$ cat src/rtl/sadc_pkg.sv
package sadc_pkg;

    // =====================================================
    // Register map (byte addresses)
    localparam logic [11:0] SADC_OFS_IN_A   = 12'h000;
    localparam logic [11:0] SADC_OFS_IN_B   = 12'h004;
    localparam logic [11:0] SADC_OFS_STATUS = 12'h008;

    // =====================================================
    // Widths and counts
    localparam int          SADC_RES_BITS  = 12;
    localparam int          SADC_CFG_BITS  = 4;
    localparam logic [3:0]  SADC_CFG_LAST  = 4'h3;
    localparam logic [3:0]  SADC_MSB_IDX   = 4'hb;
    localparam logic [3:0]  SADC_LSB_START = 4'h1;

    // =====================================================
    // Configuration word fields, in arrival order
    localparam int SADC_CFG_SINGLE = 3;
    localparam int SADC_CFG_ODD    = 2;
    localparam int SADC_CFG_ORDER  = 1;
    localparam int SADC_CFG_PWR    = 0;

    // =====================================================
    // Status register fields
    localparam int SADC_ST_RESULT = 0;
    localparam int SADC_ST_CFG    = 12;
    localparam int SADC_ST_SHDN   = 16;
    localparam int SADC_ST_STATE  = 20;

    // =====================================================
    // Reset values
    localparam logic [11:0] SADC_RST_ANALOG = 12'h000;
    localparam logic [3:0]  SADC_RST_CFG    = 4'h0;
    localparam logic [31:0] SADC_RST_PRDATA = 32'h0000_0000;

    typedef enum logic [2:0] {
        ST_IDLE  = 3'b000,
        ST_START = 3'b001,
        ST_CFG   = 3'b010,
        ST_NULL  = 3'b011,
        ST_MSB   = 3'b100,
        ST_LSB   = 3'b101,
        ST_FILL  = 3'b110
    } sadc_state_type;

endpackage

$ cat src/rtl/sadc_serial_ctrl.sv
// Chosen here: the APB interface to the registers and the placing of the registers.
`timescale 1ns/1ps
`default_nettype none

// How it works
// - Drive after falling edge, sample on rising
// - Receive configuration fully, then drive result
// - Exchange starts only when select falls
// - Leading zeros ignored; first one starts
// - Exactly four configuration bits follow start
// - Input ignored afterwards until next select
// - One null bit, then result MSB first
// - Each bit sent as its step resolves
// - Select high resets the serial interface
// - Single-ended: odd bit picks input
// - Differential: sign bit picks polarity
// - Order one: MSB first, then zeros
// - Order zero: MSB first, then LSB first
// - Power bit zero means shutdown
// - Shutdown: twelve ones, then zeros
// - Shutdown ends with output driven low until select rises
// - Shutdown holds until next select cycle
// - No warm-up after shutdown
// - Result is unipolar straight binary
module sadc_serial_ctrl
    import sadc_pkg::*;
(
    input  wire logic        pclk,
    input  wire logic        presetn,
    input  wire logic        psel,
    input  wire logic        penable,
    input  wire logic        pwrite,
    input  wire logic [11:0] paddr,
    input  wire logic [31:0] pwdata,
    output logic      [31:0] prdata,
    output logic             pready,
    output logic             pslverr,
    input  wire logic        sel_n,
    input  wire logic        shift_clk,
    input  wire logic        data_in,
    output logic             data_out,
    output logic             data_out_oe_n
);

    // =====================================================
    // State
    typedef struct packed {
        logic                 sel_m;
        logic                 sel_s;
        logic                 clk_m;
        logic                 clk_s;
        logic                 clk_d;
        logic                 din_m;
        logic                 din_s;
        sadc_state_type       state;
        logic [3:0]           cfg;
        logic [3:0]           cnt;
        logic [11:0]          target;
        logic [11:0]          approx;
        logic                 shutdown;
        logic                 dout;
        logic                 dout_oe_n;
        logic [11:0]          analog_in_a;
        logic [11:0]          analog_in_b;
        logic [31:0]          prdata;
        logic                 pready;
        logic                 pslverr;
    } sadc_regs_type;

    sadc_regs_type s_r;
    sadc_regs_type s_nxt;

    logic clk_rise;
    logic clk_fall;
    logic sel_high;

    // =====================================================
    // Functions
    function automatic logic [1:0] reg_index(input logic [11:0] addr);
        case (addr)
            SADC_OFS_IN_A:   reg_index = 2'd0;
            SADC_OFS_IN_B:   reg_index = 2'd1;
            SADC_OFS_STATUS: reg_index = 2'd2;
            default:         reg_index = 2'd3;
        endcase
    endfunction

    // Negative differential inputs clip to code zero
    function automatic logic [11:0] code_of(input logic [3:0]  cfg,
                                            input logic [11:0] a,
                                            input logic [11:0] b);
        logic [11:0] pos;
        logic [11:0] neg;
        pos = cfg[SADC_CFG_ODD] ? b : a;
        neg = cfg[SADC_CFG_ODD] ? a : b;
        if (cfg[SADC_CFG_SINGLE]) begin
            code_of = pos;
        end else if (pos > neg) begin
            code_of = pos - neg;
        end else begin
            code_of = 12'h000;
        end
    endfunction

    assign sel_high = s_r.sel_s;
    assign clk_rise = s_r.clk_s & ~s_r.clk_d;
    assign clk_fall = ~s_r.clk_s & s_r.clk_d;

    // =====================================================
    // Next state
    always_comb begin
        logic [11:0] trial;
        logic        bit_v;
        logic [3:0]  word;
        trial = 12'h000;
        bit_v = 1'b0;
        word  = 4'h0;
        s_nxt = s_r;

        // Link pins pass two flops before use
        s_nxt.sel_m = sel_n;
        s_nxt.sel_s = s_r.sel_m;
        s_nxt.clk_m = shift_clk;
        s_nxt.clk_s = s_r.clk_m;
        s_nxt.clk_d = s_r.clk_s;
        s_nxt.din_m = data_in;
        s_nxt.din_s = s_r.din_m;

        if (sel_high) begin
            s_nxt.state     = ST_IDLE;
            s_nxt.dout      = 1'b0;
            s_nxt.dout_oe_n = 1'b1;
            s_nxt.cnt       = 4'h0;
        end else begin
            case (s_r.state)
                ST_IDLE: begin
                    // New select cycle wakes the converter at once
                    s_nxt.shutdown = 1'b0;
                    s_nxt.state    = ST_START;
                end
                ST_START: begin
                    if (clk_rise && s_r.din_s) begin
                        s_nxt.state = ST_CFG;
                        s_nxt.cnt   = 4'h0;
                    end
                end
                ST_CFG: begin
                    if (clk_rise) begin
                        word      = {s_r.cfg[2:0], s_r.din_s};
                        s_nxt.cfg = word;
                        s_nxt.cnt = s_r.cnt + 4'h1;
                        if (s_r.cnt == SADC_CFG_LAST) begin
                            s_nxt.state    = ST_NULL;
                            s_nxt.shutdown = ~word[SADC_CFG_PWR];
                            s_nxt.target   = code_of(word, s_r.analog_in_a,
                                                     s_r.analog_in_b);
                            s_nxt.approx   = 12'h000;
                        end
                    end
                end
                ST_NULL: begin
                    if (clk_fall) begin
                        s_nxt.dout      = 1'b0;
                        s_nxt.dout_oe_n = 1'b0;
                        s_nxt.cnt       = SADC_MSB_IDX;
                        s_nxt.state     = ST_MSB;
                    end
                end
                ST_MSB: begin
                    if (clk_fall) begin
                        // One approximation step per shift clock
                        trial          = s_r.approx;
                        trial[s_r.cnt] = 1'b1;
                        bit_v          = s_r.shutdown | (trial <= s_r.target);
                        s_nxt.dout     = bit_v;
                        if (bit_v && !s_r.shutdown) begin
                            s_nxt.approx = trial;
                        end
                        s_nxt.cnt = s_r.cnt - 4'h1;
                        if (s_r.cnt == 4'h0) begin
                            if (s_r.cfg[SADC_CFG_ORDER] || s_r.shutdown) begin
                                s_nxt.state = ST_FILL;
                            end else begin
                                s_nxt.state = ST_LSB;
                                s_nxt.cnt   = SADC_LSB_START;
                            end
                        end
                    end
                end
                ST_LSB: begin
                    // Bit zero is shared by both halves of the frame
                    if (clk_fall) begin
                        s_nxt.dout = s_r.approx[s_r.cnt];
                        s_nxt.cnt  = s_r.cnt + 4'h1;
                        if (s_r.cnt == SADC_MSB_IDX) begin
                            s_nxt.state = ST_FILL;
                        end
                    end
                end
                ST_FILL: begin
                    if (clk_fall) begin
                        s_nxt.dout = 1'b0;
                    end
                end
                default: begin
                    s_nxt.state = ST_IDLE;
                end
            endcase
        end

        // APB: answer registered in setup, given in access with no wait
        // A status read during a frame is only a snapshot of a moving state
        s_nxt.pready  = psel & ~penable;
        s_nxt.pslverr = 1'b0;
        if (psel && !penable) begin
            s_nxt.prdata  = SADC_RST_PRDATA;
            s_nxt.pslverr = (reg_index(paddr) == 2'd3);
            case (reg_index(paddr))
                2'd0: s_nxt.prdata[11:0] = s_r.analog_in_a;
                2'd1: s_nxt.prdata[11:0] = s_r.analog_in_b;
                2'd2: begin
                    s_nxt.prdata[SADC_ST_RESULT +: 12] = s_r.approx;
                    s_nxt.prdata[SADC_ST_CFG +: 4]     = s_r.cfg;
                    s_nxt.prdata[SADC_ST_SHDN]         = s_r.shutdown;
                    s_nxt.prdata[SADC_ST_STATE +: 3]   = s_r.state;
                end
                default: s_nxt.prdata = SADC_RST_PRDATA;
            endcase
        end
        // Inputs are sampled at configuration, so a write mid-frame is safe
        if (psel && penable && pwrite && s_r.pready) begin
            case (reg_index(paddr))
                2'd0:    s_nxt.analog_in_a = pwdata[11:0];
                2'd1:    s_nxt.analog_in_b = pwdata[11:0];
                default: s_nxt.analog_in_a = s_nxt.analog_in_a;
            endcase
        end
    end

    always_ff @(posedge pclk or negedge presetn) begin
        if (!presetn) begin
            s_r             <= '0;
            s_r.sel_m       <= 1'b1;
            s_r.sel_s       <= 1'b1;
            s_r.state       <= ST_IDLE;
            s_r.cfg         <= SADC_RST_CFG;
            s_r.dout_oe_n   <= 1'b1;
            s_r.analog_in_a <= SADC_RST_ANALOG;
            s_r.analog_in_b <= SADC_RST_ANALOG;
            s_r.prdata      <= SADC_RST_PRDATA;
        end else begin
            s_r <= s_nxt;
        end
    end

    assign prdata        = s_r.prdata;
    assign pready        = s_r.pready;
    assign pslverr       = s_r.pslverr;
    assign data_out      = s_r.dout;
    assign data_out_oe_n = s_r.dout_oe_n;
endmodule

`default_nettype wire

$ cat config.mk
export PLATFORM = sky130hd
export DESIGN_NAME = sadc_serial_ctrl
export DESIGN_NICKNAME = d
export VERILOG_FILES = /design/src/rtl/sadc_pkg.sv /design/src/rtl/sadc_serial_ctrl.sv
export SDC_FILE = /design/constraint.sdc
export NUM_CORES = 1
export LEC_CHECK = 0
export BUFFER_PORTS_ARGS = -buffer_cell sky130_fd_sc_hd__buf_2
export CORE_UTILIZATION = 57
export CTS_CLUSTER_SIZE = 30
export DETAILED_ROUTE_END_ITERATION = 16
export PLACE_DENSITY = 0.8
export SYNTH_ARGS = -nofsm -noshare
export SYNTH_HDL_FRONTEND = slang
export SYNTH_SLANG_ARGS = --single-unit
$ cat constraint.sdc
create_clock -name pclk -period 5.6 [get_ports pclk]
set_input_delay 0.56 -clock pclk [delete_from_list [all_inputs] [get_ports pclk]]
set_output_delay 0.56 -clock pclk [all_outputs]
set_load 0.02 [all_outputs]
==> results.cfg, run 1 <==
[global_routing]
grt_pass1_vias = 4853
grt.total_usage = 0.2739
antenna_found_initial = 0
grt_first_pass_wirelength_um = 24040
grt_max_degree = 59
grt_overflow = 0

[sta]
final_hold_viol_count = 0
rsz0062_at_grt = false
setup_tns_ps = 0
worst_slack_ps = 1508
post-route-min-period_ps = 4092
max_freq_ghz = 0.2444
finClkSkew_ps = 9.829
timing.slew.headroom = 0.3317
setup_violations = 0
fin_crit_sh = 0.7308
tightestPinTransition_ps = 997.9
slew_viol_final = 0

[worst_setup_path]
cp_max_fo = 20
reg2reg_depth = 9
rr_endpoint = s_r[83]
r2r_slack_ps = 1510
cp_cell_sequence = mux2_2, ha_1, nor4bb_1, nor3_1, o21ai_1, a22oi_1, a31oi_1, or4b_1, a22oi_2
required_ps = 5890
cp.arrival_ps = 4390
cpPeakStageDelay_ps = 850
path_depth = 9
path_buf_inv = 0
r2r-start = s_r[90]
cp_slowest_cell = dfrtp_1
cp-end-kind = flop
crit_family = compound AO/OA/AOI/OAI gates
critPathLaunchType = flop
worst-setup-path-type = reg2reg

[min_path]
hold_class = in2async

[clock_network]
cts_setup_buffers = 0
h-tree-depth = 3
cts_resized = 0
clock-sinks = 91
cts_tree = yes
holdBufCountCts = 0
clockBufferDepth = 2
clk_pin_slew_ps = 90
numCtsBuffers = 9
clkLatencyLatePin_ps = 370
cts_root_buffer = clkbuf_8

[status]
status = complete, no violations

[logic_synthesis]
synth_area_um2 = 6122
yosys_warnings = 0
ys_async_sr_fraction = 1.000
yosys.area.top_type = dfrtp_1
yosys.area.top_type_share = 0.3597
synthMuxAreaShare = 0.1042
seq_area_frac_synth = 0.3726
synthesis.instances = 664
post_synth.cell_area_avg_um2 = 9.220
synth_cell_types = 81
synth_compound_area_frac = 0.1815
synth_top_family_by_area = compound AO/OA/AOI/OAI gates
synth.area.top_cells = dfrtp_1 36%, mux2_2 7.2%, nand2_1 5.1%, ha_1 4.1%, buf_4 4.0%
ys.flop_type = dfrtp_1
synth-xor-area-share = 0.03147
synthAdderAreaFrac = 0.04414
synth_edf_count = 0
ys_ff_latch = 91
synth_simple_gate_area_frac = 0.1772

[place]
dp_hpwl_um = 10580
place_ws_ps = 1669
gp_congestion = 0.9212
port_buffers = 55

[final_layout]
fillerInstances = 876
antennaDiodeCount = 0
final_cell_mix = 88 x dfrtp_1, 83 x nand2_1, 54 x buf_2
drive_above_1_share = 0.2077
final_common_cell = dfrtp_1
fin_nets = 747
areaGrowthSynthToFinish_pct = 5.518

[job]
cap_violations = 0

[power]
power_density_nw_per_um2 = 220.8
power_frac_comb = 0.171
seqPwrFrac = 0.508
ir_drop_uv = 109.6
p_int_w = 0.0009857
totalPowerFinal_w = 0.001426
p_leak_nw = 3.080
netSwitchingFraction = 0.3088
p_clk_frac = 0.322
p_sw_w = 0.0004404

[floorplan]
die_w_um = 105.6
pin_count = 88
coreArea_um2 = 10370
initial_core_util = 0.5904
rows = 37
fp.dieArea_um2 = 11160
fp.dieH_um = 105.6

[route]
ant_nets = 0
remaining_drc_errors = 0
dr.pass1.iters = 8
routedWlPerCell_um = 17.90
vias_per_cell = 6.198
drtIter0Drc = 501
num_vias = 5051
drt-total-wl_um = 14590
==> final cells by class <==
type	instances	area, um^2	share of cell area
Inverter	33	123.9	0.01917
Multi-Input combinational cell	478	3358	0.5199
Tap cell	136	170.2	0.02634
Clock inverter	6	72.57	0.01123
Sequential cell	91	2281	0.3531
Clock buffer	9	123.9	0.01917
Timing Repair Buffer	62	330.3	0.05113
==> state kept, by name, summed over array words and instances (netlist names) <==
register       count
pslverr            1
pready             1
prdata            20
data_out           1
sel_high           1
data_out_oe_n      1
s_r               62
s_nxt              4
==> how the worst max path moves through the flow <==
stage / slack [ps] / startpoint / to
final: 1510 / s_r[90] / s_r[83]
after CTS: 1650 / s_r[90] / s_r[83]
after global placement: 1740 / s_r[90] / s_r[83]
after detailed placement: 1670 / s_r[90] / s_r[83]
after floorplan: 2420 / s_r[90] / s_r[83]
after global routing: 1350 / s_r[90] / s_r[83]
==> power groups by stage <==
stage	Sequential, W	Clock (W)	Combinational [W]
floorplan	0.000696	0	0.000217
finish	0.000724	0.000459	0.000244
detailed placement	0.000735	0	0.000238
CTS	0.000721	0.000465	0.000240
global route	0.000730	0.000494	0.000266
global placement	0.000734	0	0.000233
==> logic make-up after synthesis <==
logic type	count (synthesis)
multiplexers	55
AND/OR/NAND/NOR	211
AO/OA/AOI/OAI	159
other	1
buffers and inverters	106
flip-flops	91
XOR/XNOR	19
adder cells (fa/ha/maj)	22
==> per-stage QoR <==
stage / instance area (um^2) / cells / hold WS (ps) / util
after global placement: 6264 / 800 / 332.8 / 0.6040
after floorplan: 6163 / 675 / 264.4 / -
after detailed placement: 6264 / 800 / 334.7 / 0.6040
after CTS: 6460 / 815 / 136.2 / 0.6229
final: 6460 / 815 / 123.7 / 0.6229
after global routing: 6460 / 815 / 146.0 / 0.6229
==> routing by layer <==
layer | vias up | global-route usage | share of wire | wire (um)
li1 | 2364 | - | - | -
met1 | 2439 | 0.3838 | 0.45 | 6607
met2 | 217 | 0.4215 | 0.45 | 6524
met3 | 31 | 0.04886 | 0.074 | 1082
met4 | 0 | 0.1101 | 0.026 | 374
met5 | - | 0 | 0 | 0
==> Yosys cell counts, drive strengths merged (4+ instances only) <==
cell and number:
clkbuf 22, nand3 16, and3b 5, xnor2 9
o211ai 4, nor3b 6, and2 6, nor2 26
a21o 9, o21a 6, dfrtp 88, nor4 7
a31oi 6, nand4 4, buf 51, o21ai 39
mux2i 12, a21oi 30, nand2 83, a311oi 4
a22oi 6, inv 33, nor3 13, mux2 40
xor2 10, nand2b 12, a211oi 5, a221oi 6
a222oi 12, ha 20, nor2b 11, and3 7
Note: power is estimated with default switching activity, not from simulation.
==> run 2: changes to the inputs <==
ABC_AREA = 1   (was default)
PLACE_DENSITY = 0.79   (was 0.8)
clock period = 4 ns   (was 5.6 ns; I/O delays follow)
==> results.cfg, run 2 <==
[clock_network]
cts_tree = yes
cts_setup_buffers = 0
cts_root_buffer = clkbuf_8
h-tree-depth = 3
clk_pin_slew_ps = 100
clockBufferDepth = 2
clkLatencyLatePin_ps = 400
clock-sinks = 91
cts_resized = 0
numCtsBuffers = 9
holdBufCountCts = 0

[floorplan]
rows = 37
pin_count = 88
fp.dieArea_um2 = 11410
coreArea_um2 = 10510
initial_core_util = 0.5961
fp.dieH_um = 106.8
die_w_um = 106.8

[sta]
timing.slew.headroom = 0.4342
setup_violations = 0
max_freq_ghz = 0.3310
setup_tns_ps = 0
post-route-min-period_ps = 3022
slew_viol_final = 0
fin_crit_sh = 0.7554
rsz0062_at_grt = false
tightestPinTransition_ps = 843.5
final_hold_viol_count = 0
finClkSkew_ps = 18.21

[logic_synthesis]
ys.flop_type = dfrtp_1
ys_async_sr_fraction = 1.000
synthTopCellsByCount = 231 x nand2_1, 102 x inv_1, 88 x dfrtp_1
post_synth.cell_area_avg_um2 = 7.251
ys_ff_latch = 91
synth_cell_types = 49
yosys_warnings = 0
synth_edf_count = 0
synth.area.top_cells = dfrtp_1 35%, nand2_1 14%, inv_1 6.1%, o21ai_0 4.4%, buf_4 4.2%
synth_area_um2 = 6265
yosys.area.top_type_share = 0.3515
synthesis.instances = 864
yosys.area.top_type = dfrtp_1
yosysMostFrequentCell = nand2_1
seq_area_frac_synth = 0.3641

[worst_setup_path]
cp_max_fo = 12
cp.arrival_ps = 3300
critPathLaunchType = flop
reg2reg_depth = 14
cp-end-kind = flop
rr_endpoint = s_r[72]
required_ps = 4280
r2r-start = s_r[85]
r2r_slack_ps = 980
worst-setup-path-type = reg2reg

[global_routing]
grt_first_pass_wirelength_um = 24770
antenna_found_initial = 0
grt_max_degree = 64
grt_pass1_vias = 5018
grt.total_usage = 0.2840
grt_overflow = 0

[route]
num_vias = 5536
routedWlPerCell_um = 14.49
wl_met2_um = 6351
remaining_drc_errors = 0
m1WireLength_um = 7059
wl_met3_um = 1170
drt-total-wl_um = 14940
ant_nets = 0
vias_per_cell = 5.370
drtIter0Drc = 521
dr.pass1.iters = 5
highest_layer = met4

[final_layout]
max_flop_register = s_r
final_common_cell = nand2_1
drive_above_1_share = 0.1855
fin_nets = 962
antennaDiodeCount = 0
fin_util = 0.6308
final_cell_mix = 231 x nand2_1, 102 x inv_1, 88 x dfrtp_1
largest_reg_flops = 62
areaGrowthSynthToFinish_pct = 5.812

[power]
p_sw_w = 0.001123
p_int_w = 0.001633
power_frac_comb = 0.372
totalPowerFinal_w = 0.002756
power_density_nw_per_um2 = 415.8
p_clk_frac = 0.258
seqPwrFrac = 0.370
p_leak_nw = 3.440
netSwitchingFraction = 0.4075
ir_drop_uv = 271.8

[place]
dp_hpwl_um = 11260
port_buffers = 55
gp_congestion = 0.9509

[min_path]
hold_class = in2async

[job]
cap_violations = 0

[status]
status = complete, no violations
run 2: changes by cell type in the layout (fill, tap and decap cells not counted), sizes merged, moves of 38 or more:
| cell | change |
|---|---|
| inv | +88 |
| mux2 | -40 |
| nand2 | +161 |
| nand3 | +38 |
| nor2 | +46 |
| o21ai | +46 |
run 2: area by class of cell:
| cell class | count | area, um^2 |
|---|---|---|
| inverter | 127 | 500.5 |
| sequential | 91 | 2281 |
| clock inverter | 7 | 100.1 |
| clock buffer | 9 | 123.9 |
| multi-input combinational | 602 | 3146 |
| tap | 136 | 170.2 |
| timing repair buffer | 59 | 307.8 |
| fill | 945 | 3880 |
run 2: power groups by stage:
stage	registers (W)	logic [W]	clock network, W
2_1_floorplan	0.00100	0.000841	0
6_report	0.00102	0.00103	0.000710
3_3_place_gp	0.00104	0.000988	0
4_1_cts	0.00102	0.00101	0.000721
3_5_place_dp	0.00104	0.00101	0
5_1_grt	0.00103	0.00115	0.000759
run 2: worst max-delay path by stage:
stage                     slack (ps)  cells after the start      end    start
final                            980                     14  s_r[72]  s_r[85]
after global routing             770                     14  s_r[72]  s_r[85]
after CTS                       1030                     14  s_r[64]  s_r[85]
after detailed placement        1070                     17  s_r[67]  s_r[85]
after global placement          1150                     14  s_r[67]  s_r[85]
after floorplan                 1620                     19  s_r[64]  s_r[85]
run 2: worst max-delay path, cell delays in order, from the launching register on:
cell and delay (ps):
dfrtp_1 560, clkinv_1 350, ha_1 350, nand2_1 140, nand2_1 70, ha_1 290, nand4_1 160, nor2_1 190
nand4_1 100, nand2_1 110, nand2_1 60, nand2_1 70, nand2_1 280, nand2_1 140, nand2_1 60
run 2: through the flow:
step	cells	cell area [um^2]	hold WS, ps	setup slack, ps
floorplan	875	6306	104.4	1620
finish	1031	6629	86.31	978.4
global placement	1015	6405	333.7	1146
CTS	1031	6629	98.72	1035
global route	1031	6629	96.64	765.8
detailed placement	1015	6405	335.5	1066
run 2: per-layer routing:
metal  up-vias  track usage
met5         -            0
met4         0       0.1086
met3        25      0.05046
met2       234       0.4217
met1      2494       0.4122
li1       2783            -
run 2: cells by family (layout without fill, tap and decap cells):
kind of cell	after synthesis	after routing	synth area share
XOR/XNOR	4	4	0.005593
adder cells (fa/ha/maj)	20	20	0.03994
buffers and inverters	182	202	0.1404
flip-flops	91	91	0.3641
AO/OA/AOI/OAI	175	175	0.1638
AND/OR/NAND/NOR	391	391	0.2856
other	1	12	0.0005986
==> run 3: changes to the inputs <==
clock period = 2.81 ns   (was 4 ns; I/O delays follow)
==> results.cfg, run 3 (synthesis results as in run 2) <==
[global_routing]
grt_max_degree = 51
grt_pass1_vias = 4994
grt_overflow = 0
use_met1 = 0.4186
grt.total_usage = 0.2775
antenna_found_initial = 0
grt_first_pass_wirelength_um = 24580
gr-usage-met2 = 0.4138
grt-busiest-layer = met1
use_met3 = 0.04073

[final_layout]
max_flop_register = s_r
areaGrowthSynthToFinish_pct = 7.470
largest_reg_flops = 62
fin_nets = 974
final_cell_mix = 230 x nand2_1, 101 x inv_1, 87 x dfrtp_1
final_common_cell = nand2_1
fin_util = 0.6407
drive_above_1_share = 0.1974
antennaDiodeCount = 0

[sta]
finClkSkew_ps = 15.91
post-route-min-period_ps = 2482
rsz0062_at_grt = false
max_freq_ghz = 0.4028
slew_viol_final = 0
fin_crit_sh = 0.8834
setup_violations = 0
timing.slew.headroom = 0.5015
setup_tns_ps = 0
final_hold_viol_count = 0
tightestPinTransition_ps = 745.9

[clock_network]
clock-sinks = 91
clockBufferDepth = 2
numCtsBuffers = 9
h-tree-depth = 3
cts_setup_buffers = 0
cts_root_buffer = clkbuf_8
clkLatencyLatePin_ps = 380
cts_tree = yes
clk_pin_slew_ps = 100

[floorplan]
pin_count = 88
fp.dieH_um = 106.8
die_w_um = 106.8
fp.dieArea_um2 = 11410
rows = 37
initial_core_util = 0.5961
coreArea_um2 = 10510

[worst_setup_path]
r2r_slack_ps = 330
cp_cell_sequence = inv_6, o21ai_0, ha_1, inv_1, nor2_1, nand2_1, nor2_1, a21oi_1, nand2_4, clkinv_8, nand3_2, a21oi_1
r2r-start = s_r[90]
cp-end-kind = flop
required_ps = 3110
cp_slowest_cell = dfrtp_1
cpPeakStageDelay_ps = 670
cp_max_fo = 12
cp.arrival_ps = 2790
rr_endpoint = s_r[83]
critPathLaunchType = flop
worst-setup-path-type = reg2reg
reg2reg_depth = 12

[min_path]
hold_path_end = s_nxt[96]
hold_class = in2reg
hold_start = data_in
hold_path_depth = 1

[route]
routedWlPerCell_um = 14.64
vias_per_cell = 5.371
drt-total-wl_um = 15270
drtIter0Drc = 663
remaining_drc_errors = 0
num_vias = 5602
dr.pass1.iters = 5
ant_nets = 0

[power]
totalPowerFinal_w = 0.003951
power_density_nw_per_um2 = 586.8
p_leak_nw = 3.494
ir_drop_uv = 347.3

[place]
dp_hpwl_um = 11610
gp_congestion = 0.9411
port_buffers = 55

[status]
status = complete, no violations

[job]
cap_violations = 0
## run 3: worst max-delay path by stage
stage,startpoint,to,slack (ps),cells after the start
floorplan,s_r[85],s_r[64],430,19
global placement,s_r[86],s_r[62],180,17
detailed placement,s_r[86],s_r[69],120,15
CTS,s_r[86],s_r[69],90,15
global route,s_r[86],s_r[63],90,17
finish,s_r[90],s_r[83],330,12
## run 3: where the power goes
part | switching [W] | internal, W
sequential | 0.0000830 | 0.00136
clock | 0.000507 | 0.000467
combinational | 0.00105 | 0.000486
total | 0.00164 | 0.00232
## run 3: routing by layer
layer | part of all wire | vias up
met4 | 0.018 | 0
met3 | 0.077 | 29
met2 | 0.42 | 226
li1 | - | 2808
met1 | 0.48 | 2539
met5 | 0 | -
## run 3: metrics by stage
step | hold WS [ps] | std cells | cell area [um^2] | setup slack, ps
finish | 10.66 | 1043 | 6733 | 327.6
global route | 3.349 | 1043 | 6733 | 94.60
CTS | 5.447 | 1043 | 6726 | 88.14
detailed placement | 296.9 | 1024 | 6485 | 118.0
global placement | 291.3 | 1024 | 6485 | 184.9
floorplan | -14.59 | 875 | 6306 | 430.2
## run 3: area by class of cell
type / instances / area (um^2)
sequential: 91 / 2282
inverter: 127 / 500.5
fill: 990 / 3776
tap: 136 / 170.2
multi-input combinational: 602 / 3151
clock buffer: 12 / 155.1
clock inverter: 4 / 56.30
timing repair buffer: 71 / 417.9
## run 3: critical path, delay by kind of cell, from the launching register on
kind                       cells  cell delay, ps
DFF                            1             670
AOI/OAI and AO/OA              3             650
and+or+nand+nor                5             440
adders and majority gates      1             320
buffers and inverters          3             310
## run 3: timing repair
| item | in CTS | in global routing |
|---|---|---|
| hold buffers | 3 | 0 |
| hold endpoints to repair | 40 | 0 |
| gates resized for setup | 0 | 5 |
| endpoints found under the setup margin | 0 | 12 |
